[config.mk]
export PLATFORM = sky130hd
export DESIGN_NAME = pmic_mask_status_control_regs
export DESIGN_NICKNAME = d
export VERILOG_FILES = /design/src/pmic_regs_pkg.sv /design/src/pmic_mask_status_control_regs.sv /design/src/sync2.sv
export VERILOG_INCLUDE_DIRS = /design/src
export SDC_FILE = /design/constraint.sdc
export NUM_CORES = 1
export LEC_CHECK = 0
export BUFFER_PORTS_ARGS = -buffer_cell sky130_fd_sc_hd__buf_2
export CAP_MARGIN = 20
export CORE_UTILIZATION = 35
export DETAILED_ROUTE_END_ITERATION = 7
export GPL_TIMING_DRIVEN = 0
export PLACE_DENSITY_LB_ADDON = 0.05
export SETUP_SLACK_MARGIN = 0.2
export SLEW_MARGIN = 10
export SYNTH_ARGS = -nofsm -noshare
export SYNTH_HDL_FRONTEND = slang
export SYNTH_HIERARCHICAL = 1
export SYNTH_SLANG_ARGS = --single-unit
[constraint.sdc]
create_clock -name clk -period 2 [get_ports clk]
set_input_delay 0.4 -clock clk [delete_from_list [all_inputs] [get_ports clk]]
set_output_delay 0.4 -clock clk [all_outputs]
set_load 0.01 [all_outputs]
[src/pmic_regs_defines.svh]
// register offsets, field positions, reset values and bus address
`ifndef PMIC_REGS_DEFINES_SVH
`define PMIC_REGS_DEFINES_SVH
`define PMIC_DEV_ADDR 7'h2a
`define PMIC_OFF_MASKS 8'h04
`define PMIC_OFF_STATUS 8'h05
`define PMIC_OFF_CTRL 8'h06
`define PMIC_MASKS_RESET 6'h00
`define PMIC_CTRL_RESET 8'h00
`define PMIC_POS_SEAL 7
`define PMIC_POS_MODIFIED 6
`define PMIC_POS_ADAPTER 5
`define PMIC_POS_BUTTON 4
`define PMIC_POS_MEAS_START 0
`define PMIC_POS_PF_EN 1
`define PMIC_BITS_PER_BYTE 4'h8
`endif

[src/pmic_regs_pkg.sv]
// types shared by the register bank
package pmic_regs_pkg;
  typedef enum logic [5:0] {
    ST_IDLE = 6'b000001,
    ST_ADDR = 6'b000010,
    ST_ACK = 6'b000100,
    ST_RX = 6'b001000,
    ST_TX = 6'b010000,
    ST_RACK = 6'b100000
  } link_state_t;
endpackage

[src/pmic_mask_status_control_regs.sv]
// switch mask, status and control registers behind the two-wire port
//
// Notes on behaviour
// mask register at 0x04, resets 0x00
// bits 5..3 mask switch over-temperature faults
// bits 2..0 mask switch current-limit events
// unmasked event pulls interrupt low
// mask gates output only, flags untouched
// status at 0x05, top bits reset zero
// bit 7 shows freshness seal broken
// bit 6 shows defaults reprogrammed
// bit 5 set while adapter pin low
// bit 4 set while pushbutton pin low
// bits 3..2 show power state machine
// bits 1..0 show coin-cell charge level
// host triggers acquisition before reading level
// control at 0x06, bit0 start, resets 0x00
// writing start begins measurement, self-clears
// settled comparators set measurement-done flag
// control bit 1 enables power-fail shutdown
// reserved and read-only writes ignored, read zero
// status writes change nothing
`timescale 1ns/1ps
`include "pmic_regs_defines.svh"
module pmic_mask_status_control_regs
  import pmic_regs_pkg::*;
#(
  parameter logic [6:0] DEV_ADDR = `PMIC_DEV_ADDR
) (
  input wire logic clk,
  input wire logic rstn,
  input wire logic scl_in,
  input wire logic sda_in,
  output logic sda_o,
  output logic sda_oe,
  input wire logic [2:0] switch_fault_flag,
  input wire logic [2:0] switch_limit_flag,
  input wire logic freshness_seal,
  input wire logic defaults_modified,
  input wire logic adapter_detect_in,
  input wire logic pushbutton_in,
  input wire logic [1:0] power_state,
  input wire logic [1:0] coin_cell_level,
  input wire logic coin_cell_settled,
  input wire logic power_fail_n,
  output logic irq_out_n,
  output logic coin_cell_measure_req,
  output logic coin_cell_measure_done,
  output logic shutdown_req
);
  logic [7:0] sync_q;
  logic scl_s, sda_s, adapter_s, button_s, pf_n_s, settled_s;
  logic [1:0] level_s;
  logic scl_d, sda_d, settled_d;
  link_state_t state_reg;
  logic [7:0] shift_reg;
  logic [3:0] cnt_reg;
  logic rw_reg;
  logic [7:0] sub_reg;
  logic have_sub_reg;
  logic [5:0] masks_reg;
  logic pf_en_reg;
  logic acq_start_reg;
  logic seal_reg;
  logic modified_reg;
  logic irq_n_reg;
  localparam logic [7:0] CTRL_RESET = `PMIC_CTRL_RESET;

  // pins, the bus clock and comparator outputs are all asynchronous
  sync2 #(.WIDTH(8)) u_sync (
    .clk(clk),
    .rstn(rstn),
    .d({scl_in, sda_in, adapter_detect_in, pushbutton_in, power_fail_n,
        coin_cell_settled, coin_cell_level}),
    .q(sync_q)
  );
  assign {scl_s, sda_s, adapter_s, button_s, pf_n_s, settled_s, level_s} =
    sync_q;

  wire scl_rise = scl_s & ~scl_d;
  wire scl_fall = ~scl_s & scl_d;
  wire start_det = scl_s & scl_d & sda_d & ~sda_s;
  wire stop_det = scl_s & scl_d & ~sda_d & sda_s;
  wire byte_full = (cnt_reg == `PMIC_BITS_PER_BYTE);
  wire addr_hit = (shift_reg[7:1] == DEV_ADDR);
  wire addr_done = scl_fall && state_reg == ST_ADDR && byte_full;
  wire rx_done = scl_fall && state_reg == ST_RX && byte_full;
  wire tx_load = scl_fall &&
    ((state_reg == ST_ACK && rw_reg) || state_reg == ST_RACK);
  wire wr_en = rx_done && have_sub_reg;
  wire wr_masks = wr_en && sub_reg == `PMIC_OFF_MASKS;
  wire wr_ctrl = wr_en && sub_reg == `PMIC_OFF_CTRL;
  wire settle_rise = settled_s & ~settled_d;
  wire [5:0] events = {switch_fault_flag[2], switch_fault_flag[1],
    switch_fault_flag[0], switch_limit_flag[2], switch_limit_flag[1],
    switch_limit_flag[0]};
  wire [5:0] unmasked = events & ~masks_reg;

  wire [7:0] status_word = {seal_reg, modified_reg, ~adapter_s,
    ~button_s, power_state, level_s};
  wire [7:0] ctrl_word = {6'h00, pf_en_reg, acq_start_reg};
  wire [7:0] rd_data =
    (sub_reg == `PMIC_OFF_MASKS) ? {2'b00, masks_reg} :
    (sub_reg == `PMIC_OFF_STATUS) ? status_word :
    (sub_reg == `PMIC_OFF_CTRL) ? ctrl_word : 8'h00;

  always_ff @(posedge clk or negedge rstn) begin
    if (!rstn) begin
      // match the synchroniser's reset output, so no false fall after reset
      scl_d <= 1'b0;
      sda_d <= 1'b0;
      settled_d <= 1'b0;
    end else begin
      scl_d <= scl_s;
      sda_d <= sda_s;
      settled_d <= settled_s;
    end
  end

  // byte engine: sample on the rising edge, drive on the falling edge
  always_ff @(posedge clk or negedge rstn) begin
    if (!rstn) begin
      state_reg <= ST_IDLE;
      shift_reg <= 8'h00;
      cnt_reg <= 4'h0;
      rw_reg <= 1'b0;
      sda_oe <= 1'b0;
    end else if (start_det) begin
      state_reg <= ST_ADDR;
      cnt_reg <= 4'h0;
      sda_oe <= 1'b0;
    end else if (stop_det) begin
      state_reg <= ST_IDLE;
      sda_oe <= 1'b0;
    end else if (scl_rise) begin
      unique case (state_reg)
        ST_ADDR, ST_RX: begin
          shift_reg <= {shift_reg[6:0], sda_s};
          cnt_reg <= cnt_reg + 4'h1;
        end
        ST_TX: cnt_reg <= cnt_reg + 4'h1;
        ST_RACK: if (sda_s) state_reg <= ST_IDLE;
        ST_IDLE, ST_ACK: ;
        default: state_reg <= ST_IDLE;
      endcase
    end else if (scl_fall) begin
      unique case (state_reg)
        ST_ADDR: begin
          if (byte_full && addr_hit) begin
            state_reg <= ST_ACK;
            rw_reg <= shift_reg[0];
            sda_oe <= 1'b1;
          end else if (byte_full) begin
            state_reg <= ST_IDLE;
          end
        end
        ST_ACK: begin
          cnt_reg <= 4'h0;
          if (rw_reg) begin
            state_reg <= ST_TX;
            shift_reg <= rd_data;
            sda_oe <= ~rd_data[7];
          end else begin
            state_reg <= ST_RX;
            sda_oe <= 1'b0;
          end
        end
        ST_RX: begin
          if (byte_full) begin
            state_reg <= ST_ACK;
            sda_oe <= 1'b1;
          end
        end
        ST_TX: begin
          if (byte_full) begin
            state_reg <= ST_RACK;
            sda_oe <= 1'b0;
          end else begin
            shift_reg <= {shift_reg[6:0], 1'b0};
            sda_oe <= ~shift_reg[6];
          end
        end
        ST_RACK: begin
          state_reg <= ST_TX;
          cnt_reg <= 4'h0;
          shift_reg <= rd_data;
          sda_oe <= ~rd_data[7];
        end
        ST_IDLE: ;
        default: state_reg <= ST_IDLE;
      endcase
    end
  end

  // the line is only ever pulled low; a one is a released line
  always_ff @(posedge clk or negedge rstn) begin
    if (!rstn) sda_o <= 1'b0;
    else sda_o <= 1'b0;
  end

  // first written byte sets the pointer, later bytes auto-increment
  always_ff @(posedge clk or negedge rstn) begin
    if (!rstn) begin
      sub_reg <= 8'h00;
      have_sub_reg <= 1'b0;
    end else if (addr_done && addr_hit && !shift_reg[0]) begin
      have_sub_reg <= 1'b0;
    end else if (rx_done) begin
      have_sub_reg <= 1'b1;
      sub_reg <= have_sub_reg ? sub_reg + 8'h01 : shift_reg;
    end else if (tx_load) begin
      sub_reg <= sub_reg + 8'h01;
    end
  end

  // status and unmapped addresses fall through with no write effect
  always_ff @(posedge clk or negedge rstn) begin
    if (!rstn) begin
      masks_reg <= `PMIC_MASKS_RESET;
      pf_en_reg <= CTRL_RESET[`PMIC_POS_PF_EN];
      acq_start_reg <= CTRL_RESET[`PMIC_POS_MEAS_START];
    end else begin
      if (wr_masks) masks_reg <= shift_reg[5:0];
      if (wr_ctrl) pf_en_reg <= shift_reg[`PMIC_POS_PF_EN];
      // the start bit holds for one cycle only, so reads see it cleared
      acq_start_reg <= wr_ctrl && shift_reg[`PMIC_POS_MEAS_START];
    end
  end

  always_ff @(posedge clk or negedge rstn) begin
    if (!rstn) begin
      seal_reg <= 1'b0;
      modified_reg <= 1'b0;
      irq_n_reg <= 1'b1;
      coin_cell_measure_req <= 1'b0;
      coin_cell_measure_done <= 1'b0;
      shutdown_req <= 1'b0;
    end else begin
      seal_reg <= freshness_seal;
      modified_reg <= defaults_modified;
      irq_n_reg <= ~|unmasked;
      coin_cell_measure_req <= acq_start_reg;
      // a settle edge beats the clear of a new start in the same cycle
      if (settle_rise) coin_cell_measure_done <= 1'b1;
      else if (acq_start_reg) coin_cell_measure_done <= 1'b0;
      shutdown_req <= pf_en_reg & ~pf_n_s;
    end
  end
  assign irq_out_n = irq_n_reg;
endmodule

[src/sync2.sv]
// two-flop synchroniser for levels from outside the clock domain
`timescale 1ns/1ps
module sync2 #(
  parameter int WIDTH = 1
) (
  input wire logic clk,
  input wire logic rstn,
  input wire logic [WIDTH-1:0] d,
  output logic [WIDTH-1:0] q
);
  logic [WIDTH-1:0] meta_reg;

  always_ff @(posedge clk or negedge rstn) begin
    if (!rstn) begin
      meta_reg <= '0;
      q <= '0;
    end else begin
      meta_reg <= d;
      q <= meta_reg;
    end
  end
endmodule
# After elaboration in Yosys (flattened, before gate mapping)
# Cells that the tools add are included.
# word_totals
register_bits	62
inputBits	20
output_inout_bits	6
wordCells	153
# op_classes
add_sub_neg	2
n_eq_ne	25
mux	43
bitwise_logic	25
n_reduce_logical	37
# ops
cell	n
$mux 8	10
$mux 6	9
$pmux 6 s6	1
$eq 8x3->1 const B	3
$mux 4	6
$pmux 8 s3	1
$not 1->1	14
$reduce_and 7->1	2
$logic_and 1x1->1	13
$mux 1	12
$pmux 6 s2	1
$ne 5x5->1 const B	2
$and 1x1->1	9
$reduce_bool 3->1	3
$add 8x1->8 const B	1
$ne 4x4->1 const B	2
$reduce_bool 2->1	4
$reduce_bool 4->1	2
$eq 7x6->1 const B	1
$reduce_bool 7->1	1
$and 6x6->6	1
$eq 6x1->1 const B	1
$eq 6x2->1 const B	1
$eq 6x3->1 const B	1
28 further kinds	31

# Logic depth before layout (Yosys ltp)
# depth
ltp_word	11
mapped_depth	10
depth_no_buf	8

# Modules after synthesis
# The synthesis kept the hierarchy.
# modules_own_cells
mod	instances	cells_per_inst	area_each_um2	seq_area_each_um2
pmic_mask_status_control_regs	1	323	2824.0	1153.6
sync2	1	16	400.4	400.4

# Least setup slack after synthesis
# No wires, ideal clock.
# synth_timing
path_kind	reg-to-reg
from	register state_reg[5]
to	register masks_reg[0]
setup_ns	0.125
arrival_ns	1.856
slack_ns	0.019
path_stages_with_launch	7
n_path_buf	1
synth_period_minus_slack_ns	1.981
path_cell_list	dfrtp_1 or3_4 nor3_2 and3_1 and2_1 buf_2 mux2_2
# synth_between
elab_chain_len	5
# synth_lines
item	line	source
from (decl)	pmic_mask_status_control_regs.sv:55	link_state_t state_reg;
from (signal assigned)	pmic_mask_status_control_regs.sv:123	state_reg <= ST_IDLE;
from (signal assigned)	pmic_mask_status_control_regs.sv:129	state_reg <= ST_ADDR;
from (signal assigned)	pmic_mask_status_control_regs.sv:133	state_reg <= ST_IDLE;
$eq 6x4->1	pmic_mask_status_control_regs.sv:87	wire rx_done = scl_fall && state_reg == ST_RX && byte_full;
$logic_and 1x1->1 (2 in a row)	pmic_mask_status_control_regs.sv:87	
$logic_and 1x1->1	pmic_mask_status_control_regs.sv:90	wire wr_en = rx_done && have_sub_reg;
$logic_and 1x1->1 (no source line)	-	
to (signal assigned)	pmic_mask_status_control_regs.sv:219	masks_reg <= `PMIC_MASKS_RESET;
to (signal assigned)	pmic_mask_status_control_regs.sv:223	if (wr_masks) masks_reg <= shift_reg[5:0];
to (decl)	pmic_mask_status_control_regs.sv:61	logic [5:0] masks_reg;
# No other way between the ends.
# A chain may end at the register's enable or synchronous reset.

# Final worst setup path
# layout_timing
from	register state_reg[4]
to	register sub_reg[2]
# layout_between
elab_chain_len	7
# layout_lines
item	line	source
$eq 6x2->1	pmic_mask_status_control_regs.sv:86	wire addr_done = scl_fall && state_reg == ST_ADDR && byte_full;
$logic_and 1x1->1 (2 in a row)	pmic_mask_status_control_regs.sv:86	
$logic_and 1x1->1 (2 in a row)	pmic_mask_status_control_regs.sv:206	end else if (addr_done && addr_hit && !shift_reg[0]) begin
$not 1->1 (no source line)	-	
$reduce_and 2->1 (no source line)	-	
to (signal assigned)	pmic_mask_status_control_regs.sv:210	sub_reg <= have_sub_reg ? sub_reg + 8'h01 : shift_reg;
to (signal assigned)	pmic_mask_status_control_regs.sv:212	sub_reg <= sub_reg + 8'h01;
to (decl)	pmic_mask_status_control_regs.sv:59	logic [7:0] sub_reg;
# Several ways; a longest one is shown, not always the timed one.

==> impl_metrics.toml <==
[sta]
setup_viol = 1
clock-skew-final_ns = 0.00995
worst_slack_ns = -0.0238
hold_viol_final = 0
fin_crit_sh_pct = 101
slew_viol_final = 0
fmax_ghz = 0.494
layout_min_cycle_time_ns = 2.02
grt_setup_unrepaired = "true"
fin_hold_ws_ns = 0.159

[floorplanning]
die_y_um = 98.0
core-area_um2 = 8810
initial_utilization_pct = 36.6
die_w_um = 98.0
pin_count = 26
rows = 34
dieArea_um2 = 9600

[min_path]
hold_class = "in2reg"

[grt]
grt_pass1_wl_um = 13800
grt_usage_pct = 18.5
overflow = 0
first_global_vias = 2773
grt_max_degree = 37
antenna_found_initial = 0

[detailed_routing]
wire_per_inst_um = 16.2
via_per_inst = 5.33
drc = 0
drt_iter0_drc = 88
drtPass1Iterations = 4
antenna_left = 0
vias = 2778
wl_um = 8430

[run_status]
outcome = "complete, but fails checks"
violations = "negative setup slack"

[pwr]
clockPowerShare_pct = 33.7
fin_total_pwr_mw = 3.10
switchingPower_mw = 0.980
p_comb_share_pct = 19.8
pwr-share-seq_pct = 46.6
swShare_pct = 31.6
vdd_ir_drop_max_v = 0.000386
p_per_area_nw_per_um2 = 709
p_leak_nw = 1.90
p_int_mw = 2.12

[run]
cap_violations = 0

[clock_tree]
cts_tree = "done"
cts.reportedPaths.clkPinSlew_ns = 0.08
cts.root.buffer_cell = "clkbuf_8"
h-tree-depth = 3
cts_buffer_depth = 2
cts_sinks = 62
cts_buffers = 9
insertion_delay_ns = 0.34

[logic_synthesis]
syn_area_per_cell_um2 = 9.51
yosysUniqueCellTypes = 56
yosys.area.top_type = "dfrtp_1"
yosysMostFrequentCell = "dfrtp_1"
ys_seq_area_share_pct = 48.2
synth_warnings = 6
synth-seq-cells = 62
syn_inst = 339
syn_nets = 368
synthArstFlopShare_pct = 100
synth_edf_count = 0
synth.top_cell.area_share_pct = 46.6
netlist_area_um2 = 3220
ys.flop_type = "dfrtp_1"
ys_top_cells_by_count = "60 x dfrtp_1, 34 x nand2_1, 25 x o21ai_0"
yosys-top-cells-area = "dfrtp_1 47%, nand2_1 4.0%, o21ai_0 3.9%"

[setup_path]
cp_max_fo = 5
crit_required_ns = 2.27
crit_arrival_ns = 2.29
end_kind = "flip-flop"
path_class = "reg2reg"
worstSetupStartpointType = "flip-flop"

[placement]
io_buffers = 24
dp_hpwl_um = 5540
place_congestion = 0.840

[finish]
area_delta_synth_final_pct = 35.5
antennaDiodeCount = 0
final_layout_size_suffix_gt1_share_pct = 39.7
final_nets = 437
## placed cells by master (no fill, tap or decap), drive strengths merged, types with 4 or more instances in the layout
master,synthesis,layout
a22oi,8,8
ha,9,9
nor4,6,6
nor4b,6,6
or3,4,4
nor2b,5,5
mux2,9,9
clkbuf,7,15
nor3,11,11
nor2,18,18
o21ai,33,33
o22ai,5,5
a31oi,4,4
nand3,11,11
and3,9,9
buf,12,71
clkinv,0,4
dfrtp,60,60
nand2b,4,4
inv,19,20
a21oi,24,24
nand2,34,34
## final cells by class
type                       count  area (um^2)
fill                         825         4440
multi-input combinational    239         1830
sequential                    62         1560
timing repair buffer          58          434
buffer                        19          159
clock buffer                  10          138
tap                          108          135
inverter                      19         71.3
clock inverter                 6         46.3
## metrics by stage
| stage | cells | setup slack (ns) | utilization, % | area [um^2] | TNS, ns |
|---|---|---|---|---|---|
| 2_1_floorplan | 339 | 0.0346 | - | 3290 | 0 |
| 3_3_place_gp | 471 | -0.344 | 40.3 | 3550 | -5.28 |
| 3_5_place_dp | 472 | -0.343 | 40.6 | 3570 | -5.34 |
| 4_1_cts | 507 | -0.00447 | 46.3 | 4080 | -0.00447 |
| 5_1_grt | 521 | -0.0969 | 49.6 | 4370 | -1.36 |
| 6_report | 521 | -0.0238 | 49.6 | 4370 | -0.0238 |
## metal layers
| layer | wire [um] | GRT usage [%] | part of all wire, % | vias to the layer above |
|---|---|---|---|---|
| met5 | 0 | 0 | 0 | - |
| met4 | 148 | 8.04 | 1.8 | 0 |
| met3 | 226 | 3.22 | 2.7 | 13 |
| met2 | 3850 | 28.4 | 46 | 42 |
| met1 | 4200 | 25.7 | 50 | 1371 |
| li1 | - | - | - | 1352 |
## cell families after synthesis
| kind of cell | count (synthesis) | synth area share [%] |
|---|---|---|
| AOI/OAI and AO/OA | 89 | 16.8 |
| xor gates and xnor gates | 5 | 1.36 |
| muxes | 11 | 3.76 |
| and+or+nand+nor | 124 | 21.1 |
| buffers and inverters | 38 | 5.16 |
| adders and majority gates | 9 | 3.49 |
| DFF | 62 | 48.2 |
| other | 1 | 0.116 |
## path summary, 6_finish.rpt
kind                                    startpoint            endpoint  slack (ns)  cells after the start
worst max-delay path                  state_reg[4]          sub_reg[2]       -0.02                      8
min in group asynchronous                     rstn        state_reg[4]        0.52                      2
worst max register to register        state_reg[4]          sub_reg[2]       -0.02                      8
worst min-delay path                 pushbutton_in  u_sync/meta_reg[4]        0.16                      1
worst min register to register  u_sync/meta_reg[3]         u_sync/q[3]        0.35                      0
max in group asynchronous                     rstn        state_reg[0]        0.91                      3
## timing repair
item / CTS / global route
hold buffers: 1 / 0
endpoints found under the setup margin: 37 / 35
gates cloned: 2 / 1
gates resized for setup: 58 / 54
endpoints found under the hold margin: 24 / 0
pin swaps: 18 / 12
setup buffers: 16 / 13
## power by group through the flow
stage	combinational [mW]	clock (mW)	sequential (mW)
2_1_floorplan	0.311	0	1.42
3_3_place_gp	0.439	0	1.45
3_5_place_dp	0.446	0	1.46
4_1_cts	0.549	1.07	1.43
5_1_grt	0.674	1.13	1.46
6_report	0.613	1.04	1.44
## critical path: stages (launching register included)
cell and delay [ns]:
dfrtp_2 0.45, buf_6 0.12, or4_4 0.57, a21oi_4 0.17, a21o_1 0.21, buf_6 0.15, o21a_1 0.12, nor2_1 0.04
a21oi_1 0.12
(Power assumes the default switching activity.)
